## config.mk

```make
export PLATFORM = sky130hd
export DESIGN_NAME = mwg_top
export DESIGN_NICKNAME = d
export VERILOG_FILES = /design/src/pkg/mwg_pkg.sv /design/src/rtl/mwg_history.sv /design/src/rtl/mwg_sync.sv /design/src/rtl/mwg_top.sv
export SDC_FILE = /design/constraint.sdc
export NUM_CORES = 1
export LEC_CHECK = 0
export ABC_AREA = 1
export BUFFER_PORTS_ARGS = -buffer_cell sky130_fd_sc_hd__buf_2
export CELL_PAD_IN_SITES_DETAIL_PLACEMENT = 0
export CELL_PAD_IN_SITES_GLOBAL_PLACEMENT = 1
export CORE_MARGIN = 5
export CORE_UTILIZATION = 39
export DETAILED_ROUTE_END_ITERATION = 12
export GPL_TIMING_DRIVEN = 0
export PLACE_DENSITY_LB_ADDON = 0.25
export SKIP_CTS_REPAIR_TIMING = 1
export SLEW_MARGIN = 20
export SYNTH_ARGS = -nofsm -noshare
export SYNTH_HDL_FRONTEND = slang
export SYNTH_HIERARCHICAL = 1
export SYNTH_SLANG_ARGS = --single-unit
```

## constraint.sdc

```tcl
create_clock -name clk_sys -period 5.4 [get_ports clk_sys]
set_clock_uncertainty 0.15 [all_clocks]
set_input_delay 1.35 -clock clk_sys [delete_from_list [all_inputs] [get_ports clk_sys]]
set_output_delay 1.35 -clock clk_sys [all_outputs]
set_load 0.05 [all_outputs]
```

## src/pkg/mwg_pkg.sv

```systemverilog
// package: register map, fields, warning codes and records of the run gate
package mwg_pkg;

    localparam int unsigned HIST_DEPTH = 9;
    localparam int unsigned SPEED_W = 16;

    // register byte offsets
    localparam logic [7:0] OFF_CTRL      = 8'h00;
    localparam logic [7:0] OFF_STATUS    = 8'h04;
    localparam logic [7:0] OFF_INT_STAT  = 8'h08;
    localparam logic [7:0] OFF_INT_MASK  = 8'h0C;
    localparam logic [7:0] OFF_OVL_LEVEL = 8'h10;
    localparam logic [7:0] OFF_SPD_UPPER = 8'h14;
    localparam logic [7:0] OFF_SPD_LOWER = 8'h18;
    localparam logic [7:0] OFF_SPD_CMD   = 8'h1C;
    localparam logic [7:0] OFF_SPD_OUT   = 8'h20;
    localparam logic [7:0] OFF_HIST_CNT  = 8'h24;
    localparam logic [7:0] OFF_HIST_CLR  = 8'h28;
    localparam logic [7:0] OFF_INPUT_MAP = 8'h2C;
    localparam logic [7:0] OFF_HIST0     = 8'h40;

    // ctrl fields
    localparam int unsigned CTRL_EXT_LSB = 0;
    localparam int unsigned CTRL_LOCK_BIT = 2;

    // interrupt bits: 0 overheat, 1 overload, 2 operation error
    localparam int unsigned NUM_WARN = 3;

    localparam logic [1:0]  AXI_OKAY    = 2'h0;
    localparam logic [1:0]  AXI_SLVERR  = 2'h2;

    localparam logic [15:0] RST_SPD_UPPER = 16'h0FA0;
    localparam logic [15:0] RST_SPD_LOWER = 16'h0050;
    localparam logic [15:0] RST_OVL_LEVEL = 16'h0064;

    typedef enum logic [1:0] {
        MWG_EXT_OFF,
        MWG_EXT_ON,
        MWG_EXT_RE
    } mwg_ext_mode_t;

    typedef enum logic [1:0] {
        MWG_WARN_NONE,
        MWG_WARN_OVERHEAT,
        MWG_WARN_OVERLOAD,
        MWG_WARN_OPERR
    } mwg_warn_code_t;

    typedef struct packed {
        logic forward_run_input;
        logic reverse_run_input;
        logic panel_run;
        logic panel_standby_position;
        logic direction_switch_rev;
        logic overheat_detect;
        logic alarm_active;
    } mwg_pins_t;

endpackage

```

## src/rtl/mwg_history.sv

```systemverilog
// nine-deep volatile warning history, newest in slot 0
`timescale 1ns/100ps
`default_nettype none
module mwg_history #(
    parameter int unsigned DEPTH = mwg_pkg::HIST_DEPTH
) (
    input  wire logic                   clk_sys,
    input  wire logic                   reset,
    input  wire logic                   push,
    input  wire mwg_pkg::mwg_warn_code_t push_code,
    input  wire logic                   clear,
    input  wire logic [3:0]             rd_index,
    output logic [1:0]                  rd_code,
    output logic [3:0]                  count
);
    initial begin
        if (DEPTH < 1 || DEPTH > 15) $error("history depth out of range");
    end

    typedef struct packed {
        logic [DEPTH-1:0][1:0] slot;
        logic [3:0]            cnt;
    } mwg_hist_state_t;

    mwg_hist_state_t st;
    mwg_hist_state_t next_st;

    // push beats clear in the same cycle so a fresh warning is never lost
    always_comb begin
        next_st = st;
        if (clear) begin
            next_st.slot = '0;
            next_st.cnt  = 4'h0;
        end
        if (push) begin
            // shift down; the oldest falls off the end when full
            for (int i = DEPTH - 1; i > 0; i--) begin
                next_st.slot[i] = clear ? 2'h0 : st.slot[i-1];
            end
            next_st.slot[0] = push_code;
            if (clear) begin
                next_st.cnt = 4'h1;
            end else if (st.cnt < 4'(DEPTH)) begin
                next_st.cnt = st.cnt + 4'h1;
            end
        end
    end

    // volatile: plain reset empties it, as after power-up
    always_ff @(posedge clk_sys or posedge reset) begin
        if (reset) begin
            st <= '0;
        end else begin
            st <= next_st;
        end
    end

    assign rd_code = (rd_index < 4'(DEPTH)) ? st.slot[rd_index] : 2'h0;
    assign count   = st.cnt;
endmodule
`default_nettype wire

```

## src/rtl/mwg_sync.sv

```systemverilog
// two-flop synchroniser for a vector of pin inputs
`timescale 1ns/100ps
`default_nettype none
module mwg_sync #(
    parameter int unsigned WIDTH = 7
) (
    input  wire logic             clk_sys,
    input  wire logic             reset,
    input  wire logic [WIDTH-1:0] d,
    output logic [WIDTH-1:0]      q
);
    initial begin
        if (WIDTH < 1) $error("sync width must be positive");
    end

    typedef struct packed {
        logic [WIDTH-1:0] s1;
        logic [WIDTH-1:0] s2;
    } mwg_sync_state_t;

    mwg_sync_state_t st;
    mwg_sync_state_t next_st;

    always_comb begin
        next_st    = st;
        next_st.s1 = d;
        next_st.s2 = st.s1;
    end

    always_ff @(posedge clk_sys or posedge reset) begin
        if (reset) begin
            st <= '0;
        end else begin
            st <= next_st;
        end
    end

    assign q = st.s2;
endmodule
`default_nettype wire

```

## src/rtl/mwg_top.sv

```systemverilog
// motor warning and run gate: warnings, history, run decision, speed clamp, axi4-lite registers
//
// Contract
// - overheat raises warning, motor keeps running
// - load above level raises warning, keeps running
// - run mapped onto active input: error, stop
// - keep last nine warnings, newest first; of warnings rising in one cycle only the highest code is stored
// - clear command erases warning history
// - history empty after power-up
// - no drive while panel in standby
// - ext ON or RE ignores panel switch
// - ext OFF ignores external run inputs
// - external run needs exactly one direction input
// - active alarm inhibits operation
// - RE mode ignores direction switch
// - panel lock rejects dial setting changes
// - speed clamped to upper limit
// - speed clamped to lower limit
// - warning output high while any warning
//
// Our own choices: the AXI4-Lite interface to the registers and the register offsets.
`timescale 1ns/100ps
`default_nettype none
module mwg_top #(
    parameter int unsigned SPEED_W = mwg_pkg::SPEED_W
) (
    input  wire logic                      clk_sys,
    input  wire logic                      reset,
    input  wire mwg_pkg::mwg_pins_t        pins,
    input  wire logic [SPEED_W-1:0]        motor_load,
    input  wire logic                      dial_write,
    input  wire logic [SPEED_W-1:0]        dial_speed,
    input  wire logic                      s_axi_awvalid,
    output logic                           s_axi_awready,
    input  wire logic [7:0]                s_axi_awaddr,
    input  wire logic                      s_axi_wvalid,
    output logic                           s_axi_wready,
    input  wire logic [31:0]               s_axi_wdata,
    input  wire logic [3:0]                s_axi_wstrb,
    output logic                           s_axi_bvalid,
    input  wire logic                      s_axi_bready,
    output logic [1:0]                     s_axi_bresp,
    input  wire logic                      s_axi_arvalid,
    output logic                           s_axi_arready,
    input  wire logic [7:0]                s_axi_araddr,
    output logic                           s_axi_rvalid,
    input  wire logic                      s_axi_rready,
    output logic [31:0]                    s_axi_rdata,
    output logic [1:0]                     s_axi_rresp,
    output logic                           motor_run,
    output logic                           motor_dir_rev,
    output logic [SPEED_W-1:0]             speed_out,
    output logic                           warning_output,
    output logic                           irq
);
    initial begin
        if (SPEED_W < 8 || SPEED_W > 32) $error("speed width out of range");
    end

    localparam int unsigned NW = mwg_pkg::NUM_WARN;
    localparam int unsigned PW = $bits(mwg_pkg::mwg_pins_t);

    // ------------------------------------------------------------
    // state
    // ------------------------------------------------------------
    typedef struct packed {
        logic                awready;
        logic                wready;
        logic                aw_got;
        logic                w_got;
        logic [7:0]          awaddr;
        logic [31:0]         wdata;
        logic [3:0]          wstrb;
        logic                bvalid;
        logic [1:0]          bresp;
        logic                arready;
        logic                rvalid;
        logic [31:0]         rdata;
        logic [1:0]          rresp;
        mwg_pkg::mwg_ext_mode_t ext_mode;
        logic                lock;
        logic [NW-1:0]       int_stat;
        logic [NW-1:0]       int_mask;
        logic [SPEED_W-1:0]  ovl_level;
        logic [SPEED_W-1:0]  spd_upper;
        logic [SPEED_W-1:0]  spd_lower;
        logic [SPEED_W-1:0]  spd_cmd;
        logic [2:0]          run_map;
        logic                op_error;
        logic [NW-1:0]       warn_prev;
        logic                run;
        logic                dir_rev;
        logic [SPEED_W-1:0]  speed;
        logic                warn_out;
        logic                irq;
    } mwg_state_t;

    mwg_state_t st;
    mwg_state_t next_st;

    mwg_pkg::mwg_pins_t    pins_s;
    logic [PW-1:0]         pins_q;
    logic [3:0]            hist_cnt;
    logic [1:0]            hist_code;
    logic [3:0]            hist_idx;
    logic                  hist_push;
    logic                  hist_clear;
    mwg_pkg::mwg_warn_code_t hist_push_code;
    logic [NW-1:0]         warn_now;
    logic [NW-1:0]         warn_rise;
    logic [2:0]            input_levels;

    // pins come from switches outside the clock domain
    mwg_sync #(.WIDTH(PW)) u_sync (
        .clk_sys (clk_sys),
        .reset   (reset),
        .d       (pins),
        .q       (pins_q)
    );
    assign pins_s = mwg_pkg::mwg_pins_t'(pins_q);

    function automatic logic [SPEED_W-1:0] wmask(input logic [SPEED_W-1:0] old,
                                                 input logic [31:0] d, input logic [3:0] be);
        logic [31:0] r;
        r = 32'(old);
        for (int b = 0; b < 4; b++) begin
            if (be[b]) r[b*8 +: 8] = d[b*8 +: 8];
        end
        return r[SPEED_W-1:0];
    endfunction

    // clamp applies to both dial and register sources
    function automatic logic [SPEED_W-1:0] clamp(input logic [SPEED_W-1:0] v,
                                                 input logic [SPEED_W-1:0] lo, input logic [SPEED_W-1:0] hi);
        if (v > hi) return hi;
        if (v < lo) return lo;
        return v;
    endfunction

    // ------------------------------------------------------------
    // warnings and history feed
    // ------------------------------------------------------------
    // terminals carrying run function: fwd, rev, panel run
    assign input_levels = {pins_s.panel_run, pins_s.reverse_run_input, pins_s.forward_run_input};
    assign warn_now[0] = pins_s.overheat_detect;
    assign warn_now[1] = motor_load > st.ovl_level;
    assign warn_now[2] = st.op_error;
    assign warn_rise   = warn_now & ~st.warn_prev;
    assign hist_push   = |warn_rise;

    always_comb begin
        hist_push_code = mwg_pkg::MWG_WARN_NONE;
        if (warn_rise[2]) begin
            hist_push_code = mwg_pkg::MWG_WARN_OPERR;
        end else if (warn_rise[1]) begin
            hist_push_code = mwg_pkg::MWG_WARN_OVERLOAD;
        end else if (warn_rise[0]) begin
            hist_push_code = mwg_pkg::MWG_WARN_OVERHEAT;
        end
    end

    mwg_history #(.DEPTH(mwg_pkg::HIST_DEPTH)) u_hist (
        .clk_sys   (clk_sys),
        .reset     (reset),
        .push      (hist_push),
        .push_code (hist_push_code),
        .clear     (hist_clear),
        .rd_index  (hist_idx),
        .rd_code   (hist_code),
        .count     (hist_cnt)
    );

    // ------------------------------------------------------------
    // axi handshake and decode
    // ------------------------------------------------------------
    logic        wr_fire;
    logic [7:0]  wr_addr;
    logic [7:0]  rd_addr;
    logic        rd_fire;

    assign wr_fire  = st.aw_got && st.w_got && !st.bvalid;
    assign wr_addr  = st.awaddr;
    assign rd_fire  = s_axi_arvalid && st.arready;
    assign rd_addr  = s_axi_araddr;
    assign hist_clear = wr_fire && wr_addr == mwg_pkg::OFF_HIST_CLR && st.wdata[0];
    assign hist_idx = 4'((rd_addr - mwg_pkg::OFF_HIST0) >> 2);

    always_comb begin
        logic run_cmd;
        logic new_map_hit;
        logic [NW-1:0] set_bits;
        run_cmd     = 1'b0;
        new_map_hit = 1'b0;
        set_bits    = '0;
        next_st     = st;

        // write address and data channels, in either order
        if (s_axi_awvalid && st.awready) begin
            next_st.aw_got  = 1'b1;
            next_st.awaddr  = s_axi_awaddr;
            next_st.awready = 1'b0;
        end
        if (s_axi_wvalid && st.wready) begin
            next_st.w_got  = 1'b1;
            next_st.wdata  = s_axi_wdata;
            next_st.wstrb  = s_axi_wstrb;
            next_st.wready = 1'b0;
        end
        if (st.bvalid && s_axi_bready) begin
            next_st.bvalid  = 1'b0;
            next_st.awready = 1'b1;
            next_st.wready  = 1'b1;
        end

        set_bits = warn_rise;
        if (wr_fire) begin
            next_st.aw_got = 1'b0;
            next_st.w_got  = 1'b0;
            next_st.bvalid = 1'b1;
            next_st.bresp  = mwg_pkg::AXI_OKAY;
            if (wr_addr == mwg_pkg::OFF_CTRL) begin
                if (st.wstrb[0]) begin
                    next_st.ext_mode = mwg_pkg::mwg_ext_mode_t'(st.wdata[mwg_pkg::CTRL_EXT_LSB +: 2]);
                    next_st.lock     = st.wdata[mwg_pkg::CTRL_LOCK_BIT];
                end
            end else if (wr_addr == mwg_pkg::OFF_INT_STAT) begin
                if (st.wstrb[0]) next_st.int_stat = st.int_stat & ~st.wdata[NW-1:0];
            end else if (wr_addr == mwg_pkg::OFF_INT_MASK) begin
                if (st.wstrb[0]) next_st.int_mask = st.wdata[NW-1:0];
            end else if (wr_addr == mwg_pkg::OFF_OVL_LEVEL) begin
                next_st.ovl_level = wmask(st.ovl_level, st.wdata, st.wstrb);
            end else if (wr_addr == mwg_pkg::OFF_SPD_UPPER) begin
                next_st.spd_upper = wmask(st.spd_upper, st.wdata, st.wstrb);
            end else if (wr_addr == mwg_pkg::OFF_SPD_LOWER) begin
                next_st.spd_lower = wmask(st.spd_lower, st.wdata, st.wstrb);
            end else if (wr_addr == mwg_pkg::OFF_SPD_CMD) begin
                next_st.spd_cmd = wmask(st.spd_cmd, st.wdata, st.wstrb);
            end else if (wr_addr == mwg_pkg::OFF_INPUT_MAP) begin
                if (st.wstrb[0]) begin
                    next_st.run_map = st.wdata[2:0];
                    new_map_hit = |(st.wdata[2:0] & ~st.run_map & input_levels);
                end
            end else if (wr_addr == mwg_pkg::OFF_HIST_CLR) begin
                next_st.bresp = mwg_pkg::AXI_OKAY;
            end else begin
                next_st.bresp = mwg_pkg::AXI_SLVERR;
            end
        end
        // set wins over a clear in the same cycle
        next_st.int_stat = next_st.int_stat | set_bits;

        // dial entry is refused while the panel is locked
        if (dial_write && !st.lock) begin
            next_st.spd_cmd = dial_speed;
        end

        // read channel
        if (rd_fire) begin
            next_st.arready = 1'b0;
            next_st.rvalid  = 1'b1;
            next_st.rresp   = mwg_pkg::AXI_OKAY;
            next_st.rdata   = 32'h0000_0000;
            if (rd_addr == mwg_pkg::OFF_CTRL) begin
                next_st.rdata = 32'({st.lock, st.ext_mode});
            end else if (rd_addr == mwg_pkg::OFF_STATUS) begin
                next_st.rdata = 32'({st.warn_out, st.dir_rev, st.run});
            end else if (rd_addr == mwg_pkg::OFF_INT_STAT) begin
                next_st.rdata = 32'(st.int_stat);
            end else if (rd_addr == mwg_pkg::OFF_INT_MASK) begin
                next_st.rdata = 32'(st.int_mask);
            end else if (rd_addr == mwg_pkg::OFF_OVL_LEVEL) begin
                next_st.rdata = 32'(st.ovl_level);
            end else if (rd_addr == mwg_pkg::OFF_SPD_UPPER) begin
                next_st.rdata = 32'(st.spd_upper);
            end else if (rd_addr == mwg_pkg::OFF_SPD_LOWER) begin
                next_st.rdata = 32'(st.spd_lower);
            end else if (rd_addr == mwg_pkg::OFF_SPD_CMD) begin
                next_st.rdata = 32'(st.spd_cmd);
            end else if (rd_addr == mwg_pkg::OFF_SPD_OUT) begin
                next_st.rdata = 32'(st.speed);
            end else if (rd_addr == mwg_pkg::OFF_HIST_CNT) begin
                next_st.rdata = 32'(hist_cnt);
            end else if (rd_addr == mwg_pkg::OFF_HIST_CLR) begin
                next_st.rdata = 32'h0000_0000;
            end else if (rd_addr == mwg_pkg::OFF_INPUT_MAP) begin
                next_st.rdata = 32'(st.run_map);
            end else if (rd_addr >= mwg_pkg::OFF_HIST0 && rd_addr[1:0] == 2'h0
                         && ((rd_addr - mwg_pkg::OFF_HIST0) >> 2) < 8'(mwg_pkg::HIST_DEPTH)) begin
                next_st.rdata = 32'(hist_code);
            end else begin
                next_st.rresp = mwg_pkg::AXI_SLVERR;
            end
        end
        if (st.rvalid && s_axi_rready) begin
            next_st.rvalid  = 1'b0;
            next_st.arready = 1'b1;
        end

        // operation error latches until run inputs all drop
        if (new_map_hit) begin
            next_st.op_error = 1'b1;
        end else if (!(|input_levels)) begin
            next_st.op_error = 1'b0;
        end
        next_st.warn_prev = warn_now;

        // run decision
        if (st.ext_mode == mwg_pkg::MWG_EXT_OFF) begin
            run_cmd = pins_s.panel_run;
            next_st.dir_rev = pins_s.direction_switch_rev;
        end else begin
            // panel switch is not a run source here
            run_cmd = pins_s.forward_run_input ^ pins_s.reverse_run_input;
            if (st.ext_mode == mwg_pkg::MWG_EXT_RE) begin
                next_st.dir_rev = pins_s.reverse_run_input;
            end else begin
                next_st.dir_rev = pins_s.reverse_run_input ^ pins_s.direction_switch_rev;
            end
        end
        // overheat and overload leave run alone; alarm and op error stop it
        next_st.run = run_cmd && !pins_s.panel_standby_position && !pins_s.alarm_active
                      && !st.op_error && !new_map_hit;

        next_st.speed    = clamp(st.spd_cmd, st.spd_lower, st.spd_upper);
        next_st.warn_out = |warn_now;
        next_st.irq      = |(next_st.int_stat & st.int_mask);
    end

    always_ff @(posedge clk_sys or posedge reset) begin
        if (reset) begin
            st           <= '0;
            st.awready   <= 1'b1;
            st.wready    <= 1'b1;
            st.arready   <= 1'b1;
            st.spd_upper <= SPEED_W'(mwg_pkg::RST_SPD_UPPER);
            st.spd_lower <= SPEED_W'(mwg_pkg::RST_SPD_LOWER);
            st.ovl_level <= SPEED_W'(mwg_pkg::RST_OVL_LEVEL);
            st.speed     <= SPEED_W'(mwg_pkg::RST_SPD_LOWER);
        end else begin
            st <= next_st;
        end
    end

    assign s_axi_awready  = st.awready;
    assign s_axi_wready   = st.wready;
    assign s_axi_bvalid   = st.bvalid;
    assign s_axi_bresp    = st.bresp;
    assign s_axi_arready  = st.arready;
    assign s_axi_rvalid   = st.rvalid;
    assign s_axi_rdata    = st.rdata;
    assign s_axi_rresp    = st.rresp;
    assign motor_run      = st.run;
    assign motor_dir_rev  = st.dir_rev;
    assign speed_out      = st.speed;
    assign warning_output = st.warn_out;
    assign irq            = st.irq;
endmodule
`default_nettype wire

```

==> summary.md, run 1 <==
| Metric | Value |
|---|---|
| Final worst setup slack | 1.77 ns |
| CP Launch Point | motor_load[11] |
| Outcome | finished clean |
| GRT Overall Usage | 19.4% |
| GPL Wtd Cong | 0.901 |
| Pleak | 6.04 nW |
| Hold Fails Final Rpt | 0 |
| DP HPWL | 22.9 mm |
| Nets | 1595 |
| Main combinational cell family by area after synthesis | simple AND/OR/NAND/NOR gates |
| Register area share after synthesis | 45.2% |
| Top cell type's share of synthesized area | 41.1% |
| Mean routed wirelength per cell | 15.9 um |
| Sequential Power Share | 38.0% |
| Post-synthesis adder-cell area fraction | 5.90% |
| Final period demand of the worst path | 3.63 ns |
| Reported max-cap violation count | 0 |
| Net Switching | 2.28 mW |
| Clock Latency Late Sink | 0.44 ns |
| Via total after detailed routing | 8813 |
| WL final | 28.6 mm |
| IO buf count | 123 |
| Ports | 160 |
| Post-DRT Antenna Nets | 0 |
| CTS tree | built |
| Pre-antenna DRT Iters | 5 |
| First-pass GRT wire length | 46.9 mm |
| Setup TNS | 0 ns |
| Fraction of layout cells with a size suffix above 1 | 22.5% |
| Cell-internal power | 3.11 mW |
| Netlist cell types | 51 |
| Cell taking the most area after synthesis | dfrtp_1 |
| Power Dens Cells | 441 nW/um^2 |
| Worst Hold Launch | u_sync/next_st[6] |
| Worst min-delay path class | reg -> reg |
| Synth area leaders | dfrtp_1, nand2_1, ha_1 |
| Mapped Cells | 1283 |
| CTS H-Tree Depth | 4 |
| Slew @ Worst Pin | 0.855 ns |
| Die Ht | 173 um |
| Final Cell Area | 12200 um^2 |
| #FFs+latches synth | 187 |
| XOR/XNOR Fraction of Synth Area | 0.168% |
| Fraction of registers with async set/reset | 100% |
| Area Overhead vs Synth | 17.5% |
| Initial antenna violation count | 0 |
| Worst reg2reg path startpoint | st[86] |
| Dpl ws | 1.30 ns |
| CP Max Fanout | 10 |
| Mean post-synth cell area | 8.11 um^2 |
| Cts bufs inserted | 17 |
| Rel. slew slack | 42.9% |
| Yosys warnings | 6 |
| Placed inst area | 11600 um^2 |
| Clock Root Buffer | clkbuf_16 |
| Critical path data arrival time | 3.77 ns |
| Vias per cell | 4.91 |
| DRC Markers | 0 |
| Global route total overflow | 0 |
| Sw Ratio | 42.3% |
| Clock buffer depth | 2 |
| Synth Flop Type | dfrtp_1 |
| Number of global-route vias before repair | 8684 |
| CTS sink count | 187 |
| WS Path Type | in -> reg |
| Setup violators final | 0 |
| Maximum clock frequency | 0.276 GHz |
| CP Data Required Time | 5.54 ns |
| Largest net degree at the start of global routing | 31 |
| Core area | 26100 um^2 |
| Cell Area, Synth | 10400 um^2 |
| Unrepaired setup endpoints after global routing | no |
| DRT iter0 DRCs | 642 |
| EDFF count, synth | 0 |
| Crit share post-route | 67.2% |
| N_diodes | 0 |
| CP Capture Type | register |
| Initial Util | 39.8% |
| Die width | 173 um |
| Site row count | 59 |
| Slew Viols, Final | 0 |
| Hold Slack | 0.197 ns |
| Worst Setup Start Kind | primary input |
| CTS clk-pin slew, worst paths | 0.08 ns |
| Final Util | 46.8% |
| Post-synthesis mux area share | 0% |
| Compound-Gate Fraction of Synth Area | 12.0% |
| VDD IR max | 0.362 mV |
| Post-Synth Simple-Gate Area | 24.6% |
| Comb pwr share | 37.6% |
| Clock network fraction of total power | 24.3% |
| Die ar. | 30000 um^2 |
## critical path: stages
cell,delay [ns]
buf_2,0.10
ha_1,0.28
nand2_1,0.08
nor4b_1,0.47
nand4_1,0.14
nand2_1,0.26
nor2_1,0.08
inv_1,0.10
nand3_1,0.25
inv_2,0.20
nor2_2,0.06
inv_2,0.13
buf_6,0.18
o22ai_2,0.08
## layer usage
layer	global-route usage (%)	vias up	routed length, um
li1	-	4445	-
met1	29.6	4078	14600
met2	28.6	265	11900
met3	4.17	25	1830
met4	3.59	0	324
met5	0	-	0
## final timing paths
path | end | slack, ns | cells after the start
setup / recovery | u_hist/count[3] | 1.77 | 14
hold / removal | u_sync/q[6] | 0.20 | 0
setup reg to reg | u_hist/count[3] | 2.32 | 14
hold reg to reg | u_sync/q[6] | 0.20 | 0
max in group asynchronous | st[64] | 3.43 | 4
min in group asynchronous | u_sync/next_st[1] | 0.81 | 2
## stage by stage
step / power, mW / std cells
2_1_floorplan: 3.52 / 1300
3_3_place_gp: 4.06 / 1758
3_5_place_dp: 4.11 / 1763
4_1_cts: 5.43 / 1795
5_1_grt: 5.78 / 1795
6_report: 5.39 / 1795
## power by group through the flow
stage | clock (mW) | sequential, mW | combinational (mW)
floorplan | 0 | 2.05 | 1.47
global placement | 0 | 2.07 | 1.99
detailed placement | 0 | 2.07 | 2.03
CTS | 1.33 | 2.05 | 2.04
global route | 1.40 | 2.10 | 2.29
finish | 1.31 | 2.05 | 2.03
## cells by family after synthesis
group / Yosys count
XOR/XNOR: 2
flip-flops: 187
AO/OA/AOI/OAI: 211
adder cells (fa/ha/maj): 49
buffers and inverters: 258
AND/OR/NAND/NOR: 575
other: 1
## layout by cell type, fill, tap and decap left out, drive strengths merged, types with 4 or more instances in the layout
cell	count
inv	173
nor2	58
conb	18
clkbuf	26
o22ai	14
a31oi	10
buf	209
dfstp	16
o2111ai	10
o21ai	112
nand4	16
clkinv	7
nor3	13
nand3	110
nand2	367
ha	49
dfrtp	171
a21oi	55
nor4	4
## registers in the layout, indices dropped and copies added (netlist names), 4 cells and up
| register | cells |
|---|---|
| speed_out | 16 |
| u_hist/st | 18 |
| st | 99 |
| u_sync/q | 7 |
| wr_addr | 8 |
| u_hist/count | 4 |
| u_sync/next_st | 7 |
| s_axi_rdata | 16 |
## cell type report
cell class / count / area [um^2]
Sequential cell: 187 / 4700
Buffer: 89 / 621
Tap cell: 335 / 419
Inverter: 169 / 643
Clock inverter: 14 / 173
Clock buffer: 18 / 439
Fill cell: 2685 / 13900
Multi-Input combinational cell: 855 / 4500
Timing Repair Buffer: 128 / 723
## synthesized netlist by cell type (all sizes together), types with 14 or more instances
master	count
a21oi	55
buf	81
dfrtp	171
dfstp	16
ha	49
inv	166
nand2	367
nand3	110
nand4	16
nor2	58
o21ai	112
o22ai	14
No activity file was read; power rests on OpenSTA's default activity.
==> run 2, diff against run 1 <==
--- a/config.mk
+++ b/config.mk
@@ -5,12 +5,12 @@
 export SDC_FILE = /design/constraint.sdc
 export NUM_CORES = 1
 export LEC_CHECK = 0
-export ABC_AREA = 1
+export ABC_AREA = 0
 export BUFFER_PORTS_ARGS = -buffer_cell sky130_fd_sc_hd__buf_2
 export CELL_PAD_IN_SITES_DETAIL_PLACEMENT = 0
 export CELL_PAD_IN_SITES_GLOBAL_PLACEMENT = 1
 export CORE_MARGIN = 5
-export CORE_UTILIZATION = 39
+export CORE_UTILIZATION = 45
 export DETAILED_ROUTE_END_ITERATION = 12
 export GPL_TIMING_DRIVEN = 0
 export PLACE_DENSITY_LB_ADDON = 0.25
==> constraint.sdc (replaced) <==
create_clock -name clk_sys -period 3.34 [get_ports clk_sys]
set_clock_uncertainty 0.15 [all_clocks]
set_input_delay 0.835 -clock clk_sys [delete_from_list [all_inputs] [get_ports clk_sys]]
set_output_delay 0.835 -clock clk_sys [all_outputs]
set_load 0.05 [all_outputs]
==> summary.md, run 2 <==
| Metric | Value |
|---|---|
| Cell Area, Synth | 10200 um^2 (-2.0%) |
| Fill count | 2092 (-22%) |
| Netlist cell types | 72 (+41%) |
| Core area | 22400 um^2 (-14%) |
| Post-DRT Antenna Nets | 0 (unchanged) |
| Die Ht | 160 um (-7.4%) |
| Max FFs per register | 99 (unchanged) |
| Clock network fraction of total power | 26.3% (+2.0 points) |
| Initial antenna violation count | 0 (unchanged) |
| EDFF count, synth | 0 (unchanged) |
| CTS clk-pin slew, worst paths | 0.08 ns (about the same) |
| Fraction of layout cells with a size suffix above 1 | 31.2% (+8.7 points) |
| Synth Flop Type | dfrtp_1 |
| Pleak | 5.76 nW (-4.6%) |
| CTS tree | built |
| Site row count | 55 (-6.8%) |
| Crit share post-route | 94.0% |
| CP Data Required Time | 3.49 ns (-2.05 ns) |
| Reg2reg setup slack | 0.20 ns (-2.12 ns) |
| Initial Util | 45.4% (+5.6 points) |
| Critical path data arrival time | 3.29 ns (-0.48 ns) |
| Reg2reg path depth | 11 (-3) |
| Largest Register | st |
| GPL Wtd Cong | 0.858 (-4.8%) |
| Largest net degree at the start of global routing | 32 (+3.2%) |
| Hold path depth | 0 (unchanged) |
| Unrepaired setup endpoints after global routing | no |
| Total chip power | 7.79 mW (+45%) |
| Cts bufs inserted | 17 (unchanged) |
| Nets | 1265 (-21%) |
| Pre-antenna DRT Iters | 5 (unchanged) |
| Number of global-route vias before repair | 7703 (-11%) |
| Via total after detailed routing | 7583 (-14%) |
| Maximum clock frequency | 0.318 GHz |
| GR Util met3 | 3.90% (-0.27 points) |
| Die ar. | 25800 um^2 (-14%) |
| Met2 GRT Util | 30.8% (+2.3 points) |
| Clock Latency Late Sink | 0.45 ns (about the same) |
| Fraction of registers with async set/reset | 100% (unchanged) |
| Clock Root Buffer | clkbuf_16 |
| Sequential Power Share | 42.9% (+4.9 points) |
| Ports | 160 (unchanged) |
| Comb pwr share | 30.9% (-6.7 points) |
| Slew Viols, Final | 0 (unchanged) |
| Hold Fails Final Rpt | 0 (unchanged) |
| Clock buffer depth | 2 (unchanged) |
| Mean post-synth cell area | 10.7 um^2 (+32%) |
| WL final | 26.3 mm (-7.9%) |
| First-pass GRT wire length | 42.3 mm (-9.8%) |
| Global route total overflow | 0 (unchanged) |
| Top cell type's share of synthesized area | 42.0% (+0.85 points) |
| Global route hottest layer | met1 |
| N_diodes | 0 (unchanged) |
| Mapped Cells | 953 (-26%) |
| WS Path Type | in -> reg |
| Sw Ratio | 38.0% (-4.3 points) |
| DRC Markers | 0 (unchanged) |
| Area Overhead vs Synth | 17.0% |
| Hold Slack | 0.202 ns (+0.00578 ns) |
| #FFs+latches synth | 187 (unchanged) |
| CTS sink count | 187 (unchanged) |
| Final period demand of the worst path | 3.14 ns |
| M1 GR Usage | 31.3% (+1.7 points) |
| Setup TNS | 0 ns (unchanged) |
| VDD IR max | 0.529 mV (+46%) |
| Slew @ Worst Pin | 1.18 ns (+0.323 ns) |
| CTS H-Tree Depth | 4 (unchanged) |
| DRT iter0 DRCs | 644 (+0.31%) |
| Register area share after synthesis | 46.1% (+0.94 points) |
| Worst Setup Start Kind | primary input |
| Cell-internal power | 4.83 mW (+55%) |
| DP HPWL | 20.7 mm (-9.7%) |
| IO buf count | 123 (unchanged) |
| Biggest regs | st: 99 flops, u_hist/st: 18 flops |
| Vias per cell | 5.36 (+9.2%) |
| Reported max-cap violation count | 0 (unchanged) |
| Synth area leaders | dfrtp_1, mux2_2, ha_1 |
| CP Capture Type | register |
| Most frequent cells in the layout | dfrtp_1, buf_2, mux2_2 |
| Rel. slew slack | 20.9% (-22 points) |
| Cell taking the most area after synthesis | dfrtp_1 |
| Setup violators final | 0 (unchanged) |
| Yosys warnings | 6 (unchanged) |
| Most common cell after layout, fill and taps aside | dfrtp_1 |
| GRT Overall Usage | 20.7% (+1.3 points) |
| Outcome | finished clean |
| Count leader, synth | dfrtp_1 |
| Mean routed wirelength per cell | 18.6 um (+17%) |
| Die width | 160 um (-7.4%) |
| Synth cell count leaders | dfrtp_1, mux2_2, nand2_1 |
| Net Switching | 2.96 mW (+30%) |
| Final Util | 53.2% (+6.4 points) |
| Power Dens Cells | 654 nW/um^2 (+48%) |
| CP Max Fanout | 10 (unchanged) |
| Worst min-delay path class | reg -> reg |
run 2: worst paths after layout:
path                                         from                end
worst max register to register             st[86]      u_hist/st[14]
worst min-delay path            u_sync/next_st[0]        u_sync/q[0]
max in group asynchronous                   reset             st[77]
min in group asynchronous                   reset  u_sync/next_st[1]
worst max-delay path               motor_load[11]      u_hist/st[14]
worst min register to register  u_sync/next_st[0]        u_sync/q[0]
run 2: cells by family after synthesis:
kind of cell               synth area share, %
and+or+nand+nor                           11.0
DFF                                       46.1
AOI/OAI and AO/OA                         12.1
buffers and inverters                     8.22
muxes                                     16.2
adders and majority gates                 6.02
xor gates and xnor gates                 0.258
other                                   0.0368
run 2: routing by layer:
metal	share of wire (%)	routed length [um]
met1	50	13100
met2	44	11500
met3	5.5	1440
met4	1.2	306
met5	0	0
run 2: power by group through the flow:
stage	Clock (mW)	Combinational, mW	Sequential, mW
after floorplan	0	1.83	3.22
after global placement	0	2.35	3.36
after detailed placement	0	2.42	3.37
after CTS	2.10	2.43	3.33
after global routing	2.19	2.65	3.41
final	2.05	2.40	3.34
run 2: final cells by class:
class,instances,area (um^2),area share (%)
plain buffers,92,593,4.97
clock buffers,18,429,3.60
clock inverters,14,168,1.41
inverters,65,248,2.08
multi-input cells,626,4720,39.5
flip-flops and latches,187,4700,39.4
well taps,285,357,2.99
repair buffers,128,716,6.00
run 2: critical path: stages:
cell and delay, ns:
buf_2 0.10, ha_1 0.29, nand4_1 0.16, or4_1 0.54, a31oi_1 0.42, or2_2 0.19, a31o_2 0.15, nand2_1 0.12
buf_2 0.24, mux2i_1 0.18, nor2_1 0.06
run 2: metrics by stage:
stage / cell area, um^2 / std cells / worst slack (ns)
after floorplan: 10300 / 970 / 0.348
after global placement: 11200 / 1378 / -0.647
after detailed placement: 11300 / 1383 / -0.265
after CTS: 11900 / 1415 / 0.187
after global routing: 11900 / 1415 / 0.0230
final: 11900 / 1415 / 0.199
